`src/fmr_params.svh`:
```
// constants for the ramp configuration block: control codes, field positions, resets
`ifndef FMR_PARAMS_SVH
`define FMR_PARAMS_SVH
// control field codes in the low five bits of each word
`define FMR_CTRL_MSB 4
`define FMR_CTRL_CLOCK 5'h0d
`define FMR_CTRL_DEV 5'h0e
`define FMR_CTRL_STEP 5'h0f
`define FMR_CTRL_DELAY 5'h10
`define FMR_CTRL_FIXED 5'h11
`define FMR_FIXED_WORD 32'h0000_0011
// clock register fields
`define FMR_CDM_MSB 20
`define FMR_CDM_LSB 19
`define FMR_TMR_MSB 18
`define FMR_TMR_LSB 7
`define FMR_CSEL_MSB 6
`define FMR_CSEL_LSB 5
// deviation register fields
`define FMR_INV_BIT 31
`define FMR_RCLK_BIT 30
`define FMR_DSEL_MSB 26
`define FMR_DSEL_LSB 25
`define FMR_DOFF_MSB 24
`define FMR_DOFF_LSB 21
`define FMR_DEV_MSB 20
`define FMR_DEV_LSB 5
// step register fields
`define FMR_SSEL_MSB 26
`define FMR_SSEL_LSB 25
`define FMR_STEP_MSB 22
`define FMR_STEP_LSB 3
// delay register fields
`define FMR_LSEL_MSB 24
`define FMR_LSEL_LSB 23
`define FMR_TRIG_BIT 20
`define FMR_RDLY_BIT 19
`define FMR_DLY_MSB 16
`define FMR_DLY_LSB 5
// reset values and fixed slot used for the between-ramp delay
`define FMR_MODE_RST 2'h0
`define FMR_WORD_RST 32'h0000_0000
`define FMR_DLY_SLOT 2'h0
`endif

```
`src/fmr_pkg.sv`:
```
// types shared by the ramp configuration block
package fmr_pkg;
   typedef enum logic [1:0] {
      fmr_idle = 2'b00,
      fmr_delay = 2'b01,
      fmr_run = 2'b10
   } fmr_state_t;
   typedef logic [1:0] fmr_slot_t;
endpackage

```
`src/fmr_ramp_cfg.sv`:
```
// ramp configuration registers with the ramp sequencer they steer
// How it works
// RQ1: host writes divider mode 11 when ramping, 00 otherwise.
// RQ2: clock register bits 18:7 give the segment step timer divider.
// RQ3: clock register bits 6:5 pick the segment slot for that divider.
// RQ4: control 01110 selects deviation, 01111 step, 10000 delay register.
// RQ5: deviation bit 31 picks rising or falling trigger edge.
// RQ6: deviation bit 30 clocks ramp from divider or trigger pin.
// RQ7: deviation bits 26:25 pick one of four deviation slots.
// RQ8: deviation bits 24:21 hold the offset scaling the step.
// RQ9: deviation bits 20:5 hold a signed 16-bit step size.
// RQ10: step register bits 26:25 pick one of four step slots.
// RQ11: step register bits 22:3 hold steps per segment.
// RQ12: delay register bits 24:23 pick the delay slot.
// RQ13: delay bit 20 enables trigger start, together with ramp enable.
// RQ14: trigger driver aligns edges to reference, pulses last four periods.
// RQ15: ramp starts or stops only on a trigger after enable toggles.
// RQ16: delay bit 19 inserts a delay between successive ramps.
// RQ17: delay bits 16:5 set the wait before a ramp starts.
// RQ18: host writes the fixed reserved register as 0x00000011.
// RQ19: host writes reserved bit ranges with their fixed values.
// RQ20: host follows the reset and counter start order, waits 10 us.
// RQ21: host runs frequency and channel calibrations in order, with waits.
// RQ22: host fills all four step, deviation and timer slots.
// RQ23: control 01101 selects the clock register.
// RQ24: words shift in serially, control field low, latched by load enable.
// RQ25: four slots per word kind, written only on matching select.
`timescale 1ns/100ps
`include "fmr_params.svh"
module fmr_ramp_cfg (
   // clock and reset
   input wire logic clk_sys,
   input wire logic reset_n,
   // serial programming pins
   input wire logic ser_clk,
   input wire logic ser_data,
   input wire logic ser_le,
   // trigger pin and ramp enable bit
   input wire logic trig_pin,
   input wire logic ramp_enable,
   // configuration and ramp state
   output logic [1:0] ramp_divider_mode,
   output logic ramp_active,
   output logic [1:0] ramp_segment,
   output logic [31:0] freq_offset,
   output logic fixed_word_ok
);
   // true when a latched word carries the given control code
   function automatic logic fmr_hit(input logic v, input logic [31:0] w, input logic [4:0] c);
      fmr_hit = v && (w[`FMR_CTRL_MSB:0] == c);
   endfunction

   logic [31:0] word;
   logic word_valid;
   logic we_clk, we_dev, we_step, we_dly;
   logic [11:0] timer_rd;
   logic [19:0] dev_rd;
   logic [19:0] step_rd;
   logic [11:0] dly_rd;

   ////////////////////////////////////////////////////////////////////////
   // serial receiver and slot stores
   fmr_serial_in u_serial (
      .clk_sys(clk_sys),
      .reset_n(reset_n),
      .ser_clk(ser_clk),
      .ser_data(ser_data),
      .ser_le(ser_le),
      .word_q(word),
      .word_valid(word_valid)
   );

   // RQ23: clock register decode
   assign we_clk = fmr_hit(word_valid, word, `FMR_CTRL_CLOCK);
   // RQ4: ramp register decode
   assign we_dev = fmr_hit(word_valid, word, `FMR_CTRL_DEV);
   assign we_step = fmr_hit(word_valid, word, `FMR_CTRL_STEP);
   assign we_dly = fmr_hit(word_valid, word, `FMR_CTRL_DELAY);

   // RQ2: segment timer slots
   // RQ3: slot chosen by bits 6:5
   fmr_slot_mem #(.W(12)) u_timer (
      .clk_sys(clk_sys),
      .reset_n(reset_n),
      .we(we_clk),
      .waddr(word[`FMR_CSEL_MSB:`FMR_CSEL_LSB]),
      .wdata(word[`FMR_TMR_MSB:`FMR_TMR_LSB]),
      .raddr(ramp_segment),
      .rdata_q(timer_rd)
   );

   // RQ7: deviation slot select
   // RQ8: offset kept above the word
   fmr_slot_mem #(.W(20)) u_dev (
      .clk_sys(clk_sys),
      .reset_n(reset_n),
      .we(we_dev),
      .waddr(word[`FMR_DSEL_MSB:`FMR_DSEL_LSB]),
      .wdata({word[`FMR_DOFF_MSB:`FMR_DOFF_LSB], word[`FMR_DEV_MSB:`FMR_DEV_LSB]}),
      .raddr(ramp_segment),
      .rdata_q(dev_rd)
   );

   // RQ10: step slot select
   // RQ11: steps per segment
   fmr_slot_mem #(.W(20)) u_step (
      .clk_sys(clk_sys),
      .reset_n(reset_n),
      .we(we_step),
      .waddr(word[`FMR_SSEL_MSB:`FMR_SSEL_LSB]),
      .wdata(word[`FMR_STEP_MSB:`FMR_STEP_LSB]),
      .raddr(ramp_segment),
      .rdata_q(step_rd)
   );

   // RQ12: delay slot select
   // RQ17: delay word store
   fmr_slot_mem #(.W(12)) u_delay (
      .clk_sys(clk_sys),
      .reset_n(reset_n),
      .we(we_dly),
      .waddr(word[`FMR_LSEL_MSB:`FMR_LSEL_LSB]),
      .wdata(word[`FMR_DLY_MSB:`FMR_DLY_LSB]),
      .raddr(`FMR_DLY_SLOT),
      .rdata_q(dly_rd)
   );

   ////////////////////////////////////////////////////////////////////////
   // two-bit divider mode and single-bit configuration latched from the decoded words
   logic [1:0] mode_q, mode_d;
   logic inv_q, inv_d, rclk_q, rclk_d;
   logic trig_en_q, trig_en_d, dly_en_q, dly_en_d;
   logic fixed_q, fixed_d;

   always_comb begin
      mode_d = mode_q;
      inv_d = inv_q;
      rclk_d = rclk_q;
      trig_en_d = trig_en_q;
      dly_en_d = dly_en_q;
      fixed_d = fixed_q;
      // RQ1: mode kept as written
      if (we_clk) begin
         mode_d = word[`FMR_CDM_MSB:`FMR_CDM_LSB];
      end
      if (we_dev) begin
         inv_d = word[`FMR_INV_BIT];
         rclk_d = word[`FMR_RCLK_BIT];
      end
      if (we_dly) begin
         trig_en_d = word[`FMR_TRIG_BIT];
         dly_en_d = word[`FMR_RDLY_BIT];
      end
      // RQ18: flags a correct fixed word
      if (fmr_hit(word_valid, word, `FMR_CTRL_FIXED)) begin
         fixed_d = (word == `FMR_FIXED_WORD);
      end
   end

   always_ff @(posedge clk_sys or negedge reset_n) begin
      if (!reset_n) begin
         mode_q <= `FMR_MODE_RST;
         inv_q <= 1'b0;
         rclk_q <= 1'b0;
         trig_en_q <= 1'b0;
         dly_en_q <= 1'b0;
         fixed_q <= 1'b0;
      end else begin
         mode_q <= mode_d;
         inv_q <= inv_d;
         rclk_q <= rclk_d;
         trig_en_q <= trig_en_d;
         dly_en_q <= dly_en_d;
         fixed_q <= fixed_d;
      end
   end

   assign ramp_divider_mode = mode_q;
   assign fixed_word_ok = fixed_q;

   ////////////////////////////////////////////////////////////////////////
   // ramp sequencer
   fmr_pkg::fmr_state_t state_q, state_d;
   logic trig1_q, trig2_q, trig3_q, ren_prev_q;
   logic arm_q, arm_d, disarm_q, disarm_d;
   logic [1:0] seg_q, seg_d, reload_q, reload_d;
   logic [11:0] div_q, div_d, dly_q, dly_d;
   logic [19:0] step_q, step_d;
   logic [31:0] acc_q, acc_d;
   logic trig_edge, div_tick, tick, start, stop, last_step;
   logic [31:0] dev_step;

   // RQ5: active trigger edge
   assign trig_edge = inv_q ? (trig3_q && !trig2_q) : (!trig3_q && trig2_q);
   // divider idles while slot data for a new segment is still in flight
   assign div_tick = (reload_q == 2'h0) && (div_q <= 12'h001);
   // RQ6: ramp clock source
   assign tick = (reload_q == 2'h0) && (rclk_q ? trig_edge : div_tick);
   // RQ13: trigger start gate
   // RQ15: armed by enable rise
   assign start = trig_en_q && ramp_enable && arm_q && trig_edge;
   assign stop = trig_en_q && disarm_q && trig_edge;
   // RQ11: segment length check
   assign last_step = (step_q + 20'h00001) >= step_rd;
   // RQ9: signed step scaled by offset
   assign dev_step = {{16{dev_rd[15]}}, dev_rd[15:0]} << dev_rd[19:16];

   always_comb begin
      state_d = state_q;
      // set wins over the clear taken below
      arm_d = arm_q;
      disarm_d = disarm_q;
      seg_d = seg_q;
      reload_d = {reload_q[0], 1'b0};
      div_d = div_q;
      dly_d = dly_q;
      step_d = step_q;
      acc_d = acc_q;
      // RQ2: divider paces steps
      if (state_q != fmr_pkg::fmr_idle) begin
         if (reload_q[1]) begin
            div_d = timer_rd;
         end else if (div_tick) begin
            div_d = timer_rd;
         end else begin
            div_d = div_q - 12'h001;
         end
      end
      unique case (state_q)
         fmr_pkg::fmr_idle: begin
            if (start) begin
               arm_d = 1'b0;
               disarm_d = 1'b0;
               seg_d = 2'h0;
               step_d = 20'h00000;
               acc_d = `FMR_WORD_RST;
               reload_d = 2'h1;
               dly_d = dly_rd;
               // RQ16: optional lead delay
               state_d = dly_en_q ? fmr_pkg::fmr_delay : fmr_pkg::fmr_run;
            end
         end
         fmr_pkg::fmr_delay: begin
            if (stop) begin
               disarm_d = 1'b0;
               state_d = fmr_pkg::fmr_idle;
            end else if (tick) begin
               // RQ17: delay countdown
               if (dly_q <= 12'h001) begin
                  state_d = fmr_pkg::fmr_run;
               end else begin
                  dly_d = dly_q - 12'h001;
               end
            end
         end
         fmr_pkg::fmr_run: begin
            if (stop) begin
               disarm_d = 1'b0;
               state_d = fmr_pkg::fmr_idle;
            end else if (tick) begin
               acc_d = acc_q + dev_step;
               if (last_step) begin
                  step_d = 20'h00000;
                  seg_d = seg_q + 2'h1;
                  reload_d = 2'h1;
                  // RQ16: delay between ramps
                  if (seg_q == 2'h3 && dly_en_q) begin
                     dly_d = dly_rd;
                     state_d = fmr_pkg::fmr_delay;
                  end
               end else begin
                  step_d = step_q + 20'h00001;
               end
            end
         end
         default: begin
            state_d = fmr_pkg::fmr_idle;
         end
      endcase
      // RQ15: enable edges arm start and stop
      if (ramp_enable && !ren_prev_q) begin
         arm_d = 1'b1;
      end
      if (!ramp_enable && ren_prev_q) begin
         disarm_d = 1'b1;
      end
   end

   // trigger pin passes two flops before the edge detector
   always_ff @(posedge clk_sys or negedge reset_n) begin
      if (!reset_n) begin
         trig1_q <= 1'b0;
         trig2_q <= 1'b0;
         trig3_q <= 1'b0;
         ren_prev_q <= 1'b0;
         state_q <= fmr_pkg::fmr_idle;
         arm_q <= 1'b0;
         disarm_q <= 1'b0;
         seg_q <= 2'h0;
         reload_q <= 2'h0;
         div_q <= 12'h000;
         dly_q <= 12'h000;
         step_q <= 20'h00000;
         acc_q <= `FMR_WORD_RST;
      end else begin
         trig1_q <= trig_pin;
         trig2_q <= trig1_q;
         trig3_q <= trig2_q;
         ren_prev_q <= ramp_enable;
         state_q <= state_d;
         arm_q <= arm_d;
         disarm_q <= disarm_d;
         seg_q <= seg_d;
         reload_q <= reload_d;
         div_q <= div_d;
         dly_q <= dly_d;
         step_q <= step_d;
         acc_q <= acc_d;
      end
   end

   assign ramp_active = (state_q != fmr_pkg::fmr_idle);
   assign ramp_segment = seg_q;
   assign freq_offset = acc_q;
endmodule

```
`src/fmr_serial_in.sv`:
```
// serial word receiver: pin synchronisers, shifter and load strobe
`timescale 1ns/100ps
`include "fmr_params.svh"
module fmr_serial_in (
   // clock and reset
   input wire logic clk_sys,
   input wire logic reset_n,
   // serial pins
   input wire logic ser_clk,
   input wire logic ser_data,
   input wire logic ser_le,
   // received word
   output logic [31:0] word_q,
   output logic word_valid
);
   logic [2:0] sync1_q;
   logic [2:0] sync2_q;
   logic [1:0] prev_q;
   logic [31:0] shift_q;
   logic [31:0] shift_d;
   logic [31:0] word_d;
   logic valid_q;
   logic valid_d;

   ////////////////////////////////////////////////////////////////////////
   // next values: shift on serial clock rise, latch on load-enable rise
   always_comb begin
      shift_d = shift_q;
      word_d = word_q;
      valid_d = 1'b0;
      // RQ24: shift and latch
      if (sync2_q[0] && !prev_q[0]) begin
         shift_d = {shift_q[30:0], sync2_q[1]};
      end
      if (sync2_q[2] && !prev_q[1]) begin
         word_d = shift_q;
         valid_d = 1'b1;
      end
   end

   // pins pass two flops; data and clock share latency so they stay aligned
   always_ff @(posedge clk_sys or negedge reset_n) begin
      if (!reset_n) begin
         sync1_q <= 3'h0;
         sync2_q <= 3'h0;
         prev_q <= 2'h0;
         shift_q <= `FMR_WORD_RST;
         word_q <= `FMR_WORD_RST;
         valid_q <= 1'b0;
      end else begin
         sync1_q <= {ser_le, ser_data, ser_clk};
         sync2_q <= sync1_q;
         prev_q <= {sync2_q[2], sync2_q[0]};
         shift_q <= shift_d;
         word_q <= word_d;
         valid_q <= valid_d;
      end
   end

   assign word_valid = valid_q;
endmodule

```
`src/fmr_slot_mem.sv`:
```
// four-slot word store with registered read data
`timescale 1ns/100ps
`include "fmr_params.svh"
module fmr_slot_mem #(
   parameter int W = 12
) (
   // clock and reset
   input wire logic clk_sys,
   input wire logic reset_n,
   // write port
   input wire logic we,
   input wire fmr_pkg::fmr_slot_t waddr,
   input wire logic [W-1:0] wdata,
   // read port
   input wire fmr_pkg::fmr_slot_t raddr,
   output logic [W-1:0] rdata_q
);
   logic [W-1:0] mem_q [4];
   logic [W-1:0] mem_d [4];

   ////////////////////////////////////////////////////////////////////////
   // RQ25: slot write select
   always_comb begin
      for (int i = 0; i < 4; i++) begin
         mem_d[i] = (we && waddr == 2'(i)) ? wdata : mem_q[i];
      end
   end

   always_ff @(posedge clk_sys or negedge reset_n) begin
      if (!reset_n) begin
         for (int i = 0; i < 4; i++) begin
            mem_q[i] <= '0;
         end
         rdata_q <= '0;
      end else begin
         mem_q <= mem_d;
         rdata_q <= mem_q[raddr];
      end
   end
endmodule

```
`config.mk`:
```
export PLATFORM = sky130hd
export DESIGN_NAME = fmr_ramp_cfg
export DESIGN_NICKNAME = d
export VERILOG_FILES = /design/src/fmr_pkg.sv /design/src/fmr_ramp_cfg.sv /design/src/fmr_serial_in.sv /design/src/fmr_slot_mem.sv
export VERILOG_INCLUDE_DIRS = /design/src
export SDC_FILE = /design/constraint.sdc
export NUM_CORES = 1
export LEC_CHECK = 0
export ABC_AREA = 1
export BUFFER_PORTS_ARGS = -buffer_cell sky130_fd_sc_hd__buf_2
export CORE_MARGIN = 2
export CORE_UTILIZATION = 32
export DETAILED_ROUTE_END_ITERATION = 7
export HOLD_SLACK_MARGIN = 0.15
export PLACE_DENSITY = 0.51
export RECOVER_POWER = 50
export SKIP_CTS_REPAIR_TIMING = 1
export SLEW_MARGIN = 30
export SYNTH_ARGS = -nofsm -noshare
export SYNTH_HDL_FRONTEND = slang
export SYNTH_SLANG_ARGS = --single-unit
```
`constraint.sdc`:
```
create_clock -name clk_sys -period 5.04 [get_ports clk_sys]
set_input_delay 0.504 -clock clk_sys [delete_from_list [all_inputs] [get_ports clk_sys]]
set_output_delay 0.504 -clock clk_sys [all_outputs]
set_load 0.02 [all_outputs]
```
==> results of run 1 <==
metal layers:
layer  part of all wire [%]  track usage (%)  up-vias
li1                       -                -     8994
met1                     48             24.3     8816
met2                     46             28.5      344
met3                    3.9             2.15       68
met4                    1.9             4.51        0
met5                      0                0        -
cell families after synthesis:
group / Yosys count
AND/OR/NAND/NOR: 1278
AO/OA/AOI/OAI: 588
flip-flops: 452
buffers and inverters: 365
adder cells (fa/ha/maj): 62
XOR/XNOR: 31
multiplexers: 6
power groups by stage:
| stage | registers (W) | clock network [W] | logic [W] |
|---|---|---|---|
| after global placement | 0.00436 | 0 | 0.00270 |
| after CTS | 0.00430 | 0.00397 | 0.00273 |
| after floorplan | 0.00423 | 0 | 0.00197 |
| after detailed placement | 0.00437 | 0 | 0.00272 |
| final | 0.00430 | 0.00386 | 0.00270 |
| after global routing | 0.00435 | 0.00411 | 0.00308 |
cell type report:
cell class,instances,area [µm²]
Fill cell,7158,43600
Sequential cell,452,11300
Multi-Input combinational cell,1965,9380
Clock buffer,72,1450
Tap cell,882,1100
Inverter,225,848
Timing Repair Buffer,74,447
Clock inverter,19,297
Antenna cell,1,2.50
sequential cells by signal, summed over array words and instances (netlist names), 20 cells and up:
signal / cells
u_dev.mem_q: 80
u_serial.shift_q: 32
u_step.rdata_q: 20
u_dev.rdata_q: 20
u_step.mem_q: 80
u_timer.mem_q: 48
u_serial.word_q: 32
freq_offset: 32
step_q: 20
cell usage after synthesis (23+ instances only):
cell,instances,share of area (%)
nand2_1,856,15
dfrtp_1,452,51
o21ai_0,420,9.5
nor2_1,225,3.8
inv_1,222,3.8
nand3_1,129,2.9
clkbuf_1,113,1.9
ha_1,61,3.5
o22ai_1,55,1.6
a21oi_1,54,1.2
xor2_1,28,1.1
nor3_1,24,0.54
o21a_1,23,0.78
through the flow:
stage	util, %	power, W	area (µm²)	cells
after floorplan	-	0.00619	22100	2782
after global placement	33.7	0.00706	23100	3591
after global routing	36.3	0.0116	24800	3689
after CTS	36.3	0.0110	24900	3683
final	36.3	0.0109	24800	3690
after detailed placement	33.8	0.00709	23100	3592
worst min-delay path by stage:
stage,start,end,slack (ns),cells past startpoint
6_report,u_serial.sync1_q[0],u_serial.sync2_q[0],0.35,0
5_1_grt,u_serial.sync1_q[0],u_serial.sync2_q[0],0.35,0
4_1_cts,reset_n,dly_q[9],-0.04,1
3_5_place_dp,u_serial.sync1_q[0],u_serial.sync2_q[0],0.33,0
3_3_place_gp,u_serial.sync1_q[1],u_serial.sync2_q[1],0.33,0
2_1_floorplan,reset_n,arm_q,0.21,0
==> summary.md, run 1 <==
| Metric | Value |
|---|---|
| Final nets | `2837` |
| Post-synthesis cell area | `between 20000 and 25000 µm²` |
| Initial Util | `32.3%` |
| Worst-Margin Slew | `2.57 ns` |
| DRC Markers | `0` |
| Terminus of the critical flop-to-flop path | `freq_offset[31]` |
| Row count | `between 90 and 100` |
| Worst Setup SP | `u_dev.rdata_q[16]` |
| Peak supply drop | `~0.28 mV` |
| Peak fanout along the critical path | `18` |
| DRT antenna net count | `0` |
| Synth warnings | `0` |
| Vias post-DR | `~18000` |
| Iter 0 DRT Violations | `1357` |
| CTS H-tree lvls | `2` |
| Levels on crit path | `23` |
| Grt ovf | `0` |
| Vias in the first global route | `approximately 18000` |
| FF-to-FF setup slack | `1.44 ns` |
| Pre-CTS WS | `1.43 ns` |
| Part of the power in registers | `39.6%` |
| Min Hold Slack | `~0.35 ns` |
| Seq/Total Area, Yosys | `slightly above 50%` |
| Synth cell types | `between 40 and 50` |
| Final setup margin | `1.44 ns` |
| Area of the die | `just over 70000 µm²` |
| Vert. Die Dim | `267 µm` |
| Post-DP HPWL | `40000 µm` |
| Synth Area in XOR/XNOR | `1.23%` |
| Commonest non-fill, non-tap cells in the layout | `855 x nand2_1, 451 x dfrtp_1, 420 x o21ai_0, 225 x nor2_1, 220 x inv_1` |
| Die X | `267 µm` |
| Pwr per Cell Area | `437 nW/µm²` |
| Avg Vias per Cell | `4.94` |
| Avg Inst Size Synth | `7.94 µm²` |
| Post-synthesis compound-gate area fraction | `14.1%` |
| Adder-cell share of the synthesized area | `3.55%` |
| Final setup viols | `0` |
| Clock Skew | `~0.017 ns` |
| Worst-path clk slew | `around 0.060 ns` |
| Max Cap Viol | `6` |
| Pin count of the biggest net entering global routing | `137` |
| WS Path Type | `flop to flop` |
| Synth Instances | `2782` |
| #FFs+latches synth | `452` |
| Final period util | `71.4%` |
| FF-to-FF Start | `u_dev.rdata_q[16]` |
| FMAX | `0.278 GHz` |
| Drt wl/cell | `16.5 µm` |
| GPL Wtd Cong | `0.930` |
| GRT Total Usage | `17.4%` |
| Clk sinks | `452` |
| RSZ-0062 raised after global routing | `no` |
| CP most frequent cell | `nand2_1` |
| Sum Neg Setup Slack | `0 ns` |
| Relative slew margins | `-71.0%` |
| Data arrival, critical path | `4.09 ns` |
| Critical Path End | `freq_offset[31]` |
| Sw Share | `between 30% and 40%` |
| Largest family of logic cells by synthesized area | `simple AND/OR/NAND/NOR gates` |
| CTS tree | `done` |
| IO Pins | `between 40 and 50` |
| Logic pwr share | `24.9%` |
| P_sw | `0.00382 W` |
| Run status | `complete, but fails checks` |
| Multiplexer area fraction after synthesis | `less than 1%` |
| CP delay by family, top | `simple AND/OR/NAND/NOR gates` |
| P_leak | `12.3 nW` |
| Startpoint types | `flop` |
| Routed WL | `61000 µm` |
| Area delta synth->final | `12.5%` |
| CP max stage delay | `0.64 ns` |
| Initial antenna violation count | `2` |
| Num CTS Buffers | `50` |
| Crit path buf inv count | `4` |
| Reg2Reg Depth | `23` |
| Port Buf Inserts | `between 40 and 50` |
| Root buffer cell | `clkbuf_16` |
| CTS Buffer Depth | `3` |
| Pins Over Slew Limit | `302` |
| Hold Violations, Final | `0` |
| FFs w/ async S/R, synth | `100%` |
| Main flop type after synthesis | `dfrtp_1` |
| Hold WC Path Type | `flop to flop` |
| Worst-path cell chain | `inv_1 > nand2_1 > nand2_1 > inv_1 > nand2_1 > o21ai_0 > inv_1 > nand2_1 > o21ai_0 > nand2_1 > o21ai_0 > ha_1 > nand2_1 > nor2_1 > inv_1 > nor3_1 > nand2_1 > nand2_1 > nand2_1 > nand2_1 > nand2_1 > nand3_1 > nand2_1` |
| Slowest CP cell | `dfrtp_1` |
| Post-synth EDFFs | `0` |
| Most common cell after layout, fill and taps aside | `nand2_1` |
| Int Power | `0.00704 W` |
| Core area | `68500 µm²` |
| Critical path capture point type | `flop` |
| Share of cells above drive strength 1 | `4.81%` |
| Clock power share | `35.5%` |
| First-pass GRT wire length | `98900 µm` |
| Syn_nets | `approximately 2900` |
| Worst-skew pair later-pin latency | `0.61 ns` |
| CP Data Required Time | `5.53 ns` |
| Synth Area in Simple Gates | `23.2%` |
| Final min period | `3.60 ns` |
| TritonRoute pass-1 iters | `5` |
| Failing checks | `capacitance limit, slew limit` |
Power figures use the tool's default switching activity.
==> inputs of run 2 (changes only) <==
--- a/config.mk
+++ b/config.mk
@@ -12,7 +12,7 @@
 export CORE_UTILIZATION = 32
 export DETAILED_ROUTE_END_ITERATION = 7
 export HOLD_SLACK_MARGIN = 0.15
-export PLACE_DENSITY = 0.51
+export PLACE_DENSITY = 0.53
 export RECOVER_POWER = 50
 export SKIP_CTS_REPAIR_TIMING = 1
 export SLEW_MARGIN = 30
==> constraint.sdc (replaced) <==
create_clock -name clk_sys -period 3.2 [get_ports clk_sys]
set_input_delay 0.32 -clock clk_sys [delete_from_list [all_inputs] [get_ports clk_sys]]
set_output_delay 0.32 -clock clk_sys [all_outputs]
set_load 0.02 [all_outputs]
==> run 2 against run 1 <==
Effect of this change: the flow still finishes with violations (capacitance limit, slew limit); final cell count is 1.1% higher; global-route usage decreased by 0.098 points; largest cell class unchanged; non-clock buffer count grew 42; die area unchanged; count of clock-buffer cells in the layout decreased by 9; clock power is 52% higher; highest routed layer unchanged; sequential power grew 56%; maximum frequency grew 21%; largest power group unchanged; cell area up 1.8%.
==> summary.md, run 2 (synthesis results as in run 1) <==
| Metric | Value |
|---|---|
| P_sw | `0.00606 W` |
| Peak supply drop | `0.311 mV` |
| IO Pins | `45` |
| Routed WL | `60700 µm` |
| CTS H-tree lvls | `2` |
| Avg Vias per Cell | `4.95` |
| Clk sinks | `452` |
| FMAX | `0.336 GHz` |
| Sw Share | `35.3%` |
| Relative slew margins | `-32.3%` |
| Top Usage Layer GRT | `met2` |
| Die X | `267 µm` |
| Drt wl/cell | `16.3 µm` |
| Area of the die | `71200 µm²` |
| P_leak | `roughly 13 nW` |
| DRT antenna net count | `0` |
| Root buffer cell | `clkbuf_16` |
| Finished Cell Area | `25300 µm²` |
| Area delta synth->final | `14.5%` |
| GR Util met1 | `24.3%` |
| Post-DP HPWL | `between 40000 and 50000 µm` |
| Hold WC Path Type | `input port to flop` |
| Min Hold Slack | `0.349 ns` |
| Hold Violations, Final | `0` |
| WS Path Type | `flop to flop` |
| Part of the power in registers | `around two fifths` |
| Final min period | `2.98 ns` |
| Row count | `96` |
| Final nets | `2878` |
| Pin count of the biggest net entering global routing | `107` |
| Pins Over Slew Limit | `73` |
| Pwr per Cell Area | `679 nW/µm²` |
| First-pass GRT wire length | `97900 µm` |
| Vert. Die Dim | `between 200 and 300 µm` |
| Worst-Margin Slew | `about 2.0 ns` |
| Clock power share | `34.1%` |
| Iter 0 DRT Violations | `1376` |
| Grt met3 use | `2.02%` |
| M2 GR Usage | `28.3%` |
| Port Buf Inserts | `44` |
| Initial Util | `32.3%` |
| Final period util | `93.0%` |
| Core area | `68500 µm²` |
| Failing checks | `capacitance limit, slew limit` |
| Startpoint types | `flop` |
| Final setup viols | `0` |
| DP Area | `between 20000 and 25000 µm²` |
| Logic pwr share | `roughly 27%` |
| Max Cap Viol | `1` |
| Inserted Diodes | `0` |
| Critical path capture point type | `flop` |
| CP Data Required Time | `roughly 3.7 ns` |
| DRC Markers | `0` |
| CTS tree | `done` |
| RSZ-0062 raised after global routing | `yes` |
| Worst-skew pair later-pin latency | `0.62 ns` |
| Vias post-DR | `18400` |
| Int Power | `0.0111 W` |
| Initial antenna violation count | `1` |
| Most common cell after layout, fill and taps aside | `nand2_1` |
| Sum Neg Setup Slack | `0 ns` |
| Vias in the first global route | `17700` |
| Largest regs | `u_dev.mem_q: 80 flops, u_step.mem_q: 80 flops, u_timer.mem_q: 48 flops` |
| CTS Buffer Depth | `3` |
| GPL Wtd Cong | `0.946` |
| Data arrival, critical path | `3.46 ns` |
| Worst-path clk slew | `0.06 ns` |
| GRT Total Usage | `between 10% and 20%` |
| Clock Skew | `0.0266 ns` |
| Final Util | `36.9%` |
| Grt ovf | `0` |
| Run status | `complete, but fails checks` |
| Share of cells above drive strength 1 | `8.85%` |
| Num CTS Buffers | `48` |
| TritonRoute pass-1 iters | `5` |
| Peak fanout along the critical path | `7` |
| Commonest non-fill, non-tap cells in the layout | `851 x nand2_1, 448 x dfrtp_1, 400 x o21ai_0, 219 x inv_1, 215 x nor2_1` |
run 2: worst max-delay path, cell delays in order (launching register included):
cell and delay (ns):
dfrtp_2 0.45, clkinvlp_4 0.14, buf_4 0.12, a21oi_1 0.05, a31oi_1 0.24, o21ai_1 0.11
nor2_1 0.28, ha_1 0.35, nand2_1 0.16, nor2_1 0.08, o21ai_0 0.24, nand3_2 0.20
nand2_1 0.13, nand3b_1 0.09, nand3_1 0.16, nand2_1 0.06
run 2: layout make-up:
cell class,count,area (µm²)
Fill cell,7039,43200
Sequential cell,452,11300
Multi-Input combinational cell,1965,9520
Clock buffer,63,1320
Tap cell,882,1100
Inverter,225,857
Timing Repair Buffer,116,836
Clock inverter,25,337
Timing Repair inverter,1,7.51
run 2: power groups by stage:
stage	registers (W)	clock network, W	logic [W]
floorplan	0.00666	0	0.00310
global placement	0.00679	0	0.00440
detailed placement	0.00680	0	0.00446
CTS	0.00670	0.00602	0.00447
global route	0.00677	0.00627	0.00523
finish	0.00670	0.00585	0.00463
run 2: per-stage QoR:
stage	std cells	total power (W)	worst slack (ns)
after CTS	3714	0.0172	-0.0288
after floorplan	2782	0.00975	0.495
after global placement	3626	0.0112	0.0306
after detailed placement	3626	0.0113	0.00645
final	3729	0.0172	0.223
after global routing	3729	0.0183	-0.0240
run 2: metal layers:
layer / part of all wire [%] / wire [µm]
met1: 48 / 28900
met2: 46 / 28200
met3: 4.0 / 2430
met4: 1.8 / 1110
met5: 0 / 0
run 2: worst paths after layout:
path / start / end / slack [ns] / cells after the start
min reg2reg: u_serial.sync1_q[2] / u_serial.sync2_q[2] / 0.35 / 0
min in group asynchronous: reset_n / dly_q[8] / 0.82 / 2
min: trig_pin / trig1_q / 0.35 / 2
max in group asynchronous: reset_n / u_serial.word_q[22] / 0.53 / 3
max: u_dev.rdata_q[16] / freq_offset[19] / 0.22 / 15
max reg2reg: u_dev.rdata_q[16] / freq_offset[19] / 0.22 / 15
==> inputs of run 3 (changes only) <==
--- a/config.mk
+++ b/config.mk
@@ -8,6 +8,7 @@
 export LEC_CHECK = 0
 export ABC_AREA = 1
 export BUFFER_PORTS_ARGS = -buffer_cell sky130_fd_sc_hd__buf_2
+export CORE_ASPECT_RATIO = 0.7
 export CORE_MARGIN = 2
 export CORE_UTILIZATION = 32
 export DETAILED_ROUTE_END_ITERATION = 7
==> run 3 against run 2 <==
Effect of this change: the flow still finishes with violations (capacitance limit, slew limit); final cell count increased by 0.67%; clock power increased by 7.2%; largest cell class unchanged; maximum frequency decreased by 1.4%; via count increased by 1.1%.
==> summary.md, run 3 (synthesis results as in run 1) <==
| Metric | Value |
|---|---|
| CTS H-tree lvls | `2` |
| Largest regs | `u_dev.mem_q: 80 flops, u_step.mem_q: 80 flops, u_timer.mem_q: 48 flops` |
| Clock power share | `35.2%` |
| Area of the die | `slightly above 70000 µm²` |
| Area delta synth->final | `15.6%` |
| TritonRoute pass-1 iters | `8` |
| Vias post-DR | `about 19000` |
| WS Path Type | `flop to flop` |
| First-pass GRT wire length | `~100000 µm` |
| FF-to-FF Start | `u_dev.rdata_q[16]` |
| Part of the power in registers | `37.8%` |
| CTS tree | `done` |
| DRT antenna net count | `0` |
| Peak fanout along the critical path | `6` |
| DP Area | `23400 µm²` |
| Hold WC Path Type | `flop to flop` |
| FF-to-FF setup slack | `0.18 ns` |
| P_leak | `12.8 nW` |
| Sw Share | `approximately a third` |
| Min-Delay Endpoint | `u_serial.sync2_q[0]` |
| Iter 0 DRT Violations | `1628` |
| Die X | `318 µm` |
| Avg Vias per Cell | `between 4 and 5` |
| Pwr per Cell Area | `698 nW/µm²` |
| Num CTS Buffers | `48` |
| GPL Wtd Cong | `approximately 0.93` |
| Drt wl/cell | `16.7 µm` |
| Worst-skew pair later-pin latency | `around 0.6 ns` |
| P_sw | `0.00621 W` |
| RSZ-0062 raised after global routing | `yes` |
| Root buffer cell | `clkbuf_16` |
| Pre-CTS WS | `0.0333 ns` |
| Data arrival, critical path | `3.50 ns` |
| CP Data Required Time | `3.68 ns` |
| Hold Violations, Final | `0` |
| Initial Util | `32.4%` |
| Final nets | `a little under 3000` |
| Hold Crit Start | `u_serial.sync1_q[0]` |
| Max Cap Viol | `2` |
| Clock Skew | `0.0169 ns` |
| Most common cell after layout, fill and taps aside | `nand2_1` |
| Share of cells above drive strength 1 | `9.75%` |
| Post-DP HPWL | `41900 µm` |
| Core area | `68300 µm²` |
| Reg2Reg Depth | `19` |
| Int Power | `0.0116 W` |
| Clk sinks | `452` |
| Vert. Die Dim | `224 µm` |
| Critical path capture point type | `flop` |
| Startpoint types | `flop` |
| Peak supply drop | `approximately 0.46 mV` |
| Finished Cell Area | `25500 µm²` |
| GRT Total Usage | `17.6%` |
| Grt ovf | `0` |
| Initial antenna violation count | `1` |
| Failing checks | `capacitance limit, slew limit` |
| Inserted Diodes | `0` |
| Commonest non-fill, non-tap cells in the layout | `843 x nand2_1, 449 x dfrtp_1, 401 x o21ai_0, 217 x inv_1, 216 x nor2_1` |
| Final setup margin | `approximately 0.18 ns` |
| CTS Buffer Depth | `3` |
| Final min period | `3.02 ns` |
| Terminus of the critical flop-to-flop path | `freq_offset[14]` |
| Vias in the first global route | `between 15000 and 20000` |
| Final setup viols | `0` |
| DRC Markers | `0` |
| Pins Over Slew Limit | `112` |
| Pin count of the biggest net entering global routing | `96` |
| Relative slew margins | `-36.8%` |
| Final period util | `94.3%` |
| Worst-Margin Slew | `2.05 ns` |
| IO Pins | `45` |
| FMAX | `between 0.3 and 0.4 GHz` |
| Routed WL | `62600 µm` |
| Logic pwr share | `27.0%` |
| Hold Path Stages | `0` |
| Run status | `complete, but fails checks` |
| Port Buf Inserts | `44` |
| Worst-path clk slew | `0.06 ns` |
| Row count | `80` |
## run 3: layer usage
| layer | wire, µm | vias up | GRT usage (%) |
|---|---|---|---|
| met3 | 3680 | 104 | 2.85 |
| met5 | 13 | - | 0 |
| met1 | 31900 | 8918 | 27.2 |
| met4 | 1610 | 2 | 5.08 |
| met2 | 25400 | 525 | 25.0 |
| li1 | - | 9095 | - |
## run 3: final cells by class
| class | instances | area (µm²) |
|---|---|---|
| Timing Repair Buffer | 119 | 885 |
| Multi-Input combinational cell | 1965 | 9580 |
| Tap cell | 902 | 1130 |
| Fill cell | 7043 | 42700 |
| Sequential cell | 452 | 11300 |
| Clock inverter | 26 | 405 |
| Inverter | 225 | 858 |
| Timing Repair inverter | 2 | 15.0 |
| Clock buffer | 63 | 1360 |
## run 3: power by group through the flow
| stage | Combinational, W | Sequential, W | Clock [W] |
|---|---|---|---|
| 5_1_grt | 0.00543 | 0.00682 | 0.00667 |
| 3_3_place_gp | 0.00456 | 0.00682 | 0 |
| 4_1_cts | 0.00463 | 0.00673 | 0.00642 |
| 2_1_floorplan | 0.00310 | 0.00666 | 0 |
| 3_5_place_dp | 0.00461 | 0.00683 | 0 |
| 6_report | 0.00481 | 0.00674 | 0.00627 |
## run 3: worst max-delay path by stage
stage,startpoint,endpoint,depth (start not counted)
4_1_cts,step_q[6],ramp_segment[0],16
3_5_place_dp,u_dev.rdata_q[16],freq_offset[29],20
6_report,u_dev.rdata_q[16],freq_offset[14],19
2_1_floorplan,step_q[0],step_q[13],16
3_3_place_gp,u_dev.rdata_q[16],freq_offset[29],20
5_1_grt,u_dev.rdata_q[16],freq_offset[23],19
## run 3: worst max-delay path: stages, from the launching register on
cell and delay (ns):
dfrtp_2 0.45, clkinvlp_4 0.17, nand2_1 0.08, nand2_1 0.07, o21ai_0 0.20, inv_1 0.08, nand2_1 0.06, o21ai_0 0.13
nand2_1 0.09, o21ai_0 0.10, ha_1 0.39, nand2_2 0.14, inv_1 0.05, nand2_1 0.13, inv_1 0.06, a21oi_1 0.18
nand2_2 0.13, nand2_1 0.09, nand2_1 0.05, o21ai_1 0.25
## run 3: metrics by stage
step           instances  hold slack [ns]  setup TNS, ns  power [W]  util (%)
2_1_floorplan       2782           0.0244              0    0.00975         -
3_3_place_gp        3642            0.339              0     0.0114      34.3
3_5_place_dp        3642            0.340              0     0.0114      34.3
4_1_cts             3731           -0.290       -0.00878     0.0178      36.9
5_1_grt             3754            0.360         -0.199     0.0189      37.4
6_report            3754            0.351              0     0.0178      37.4
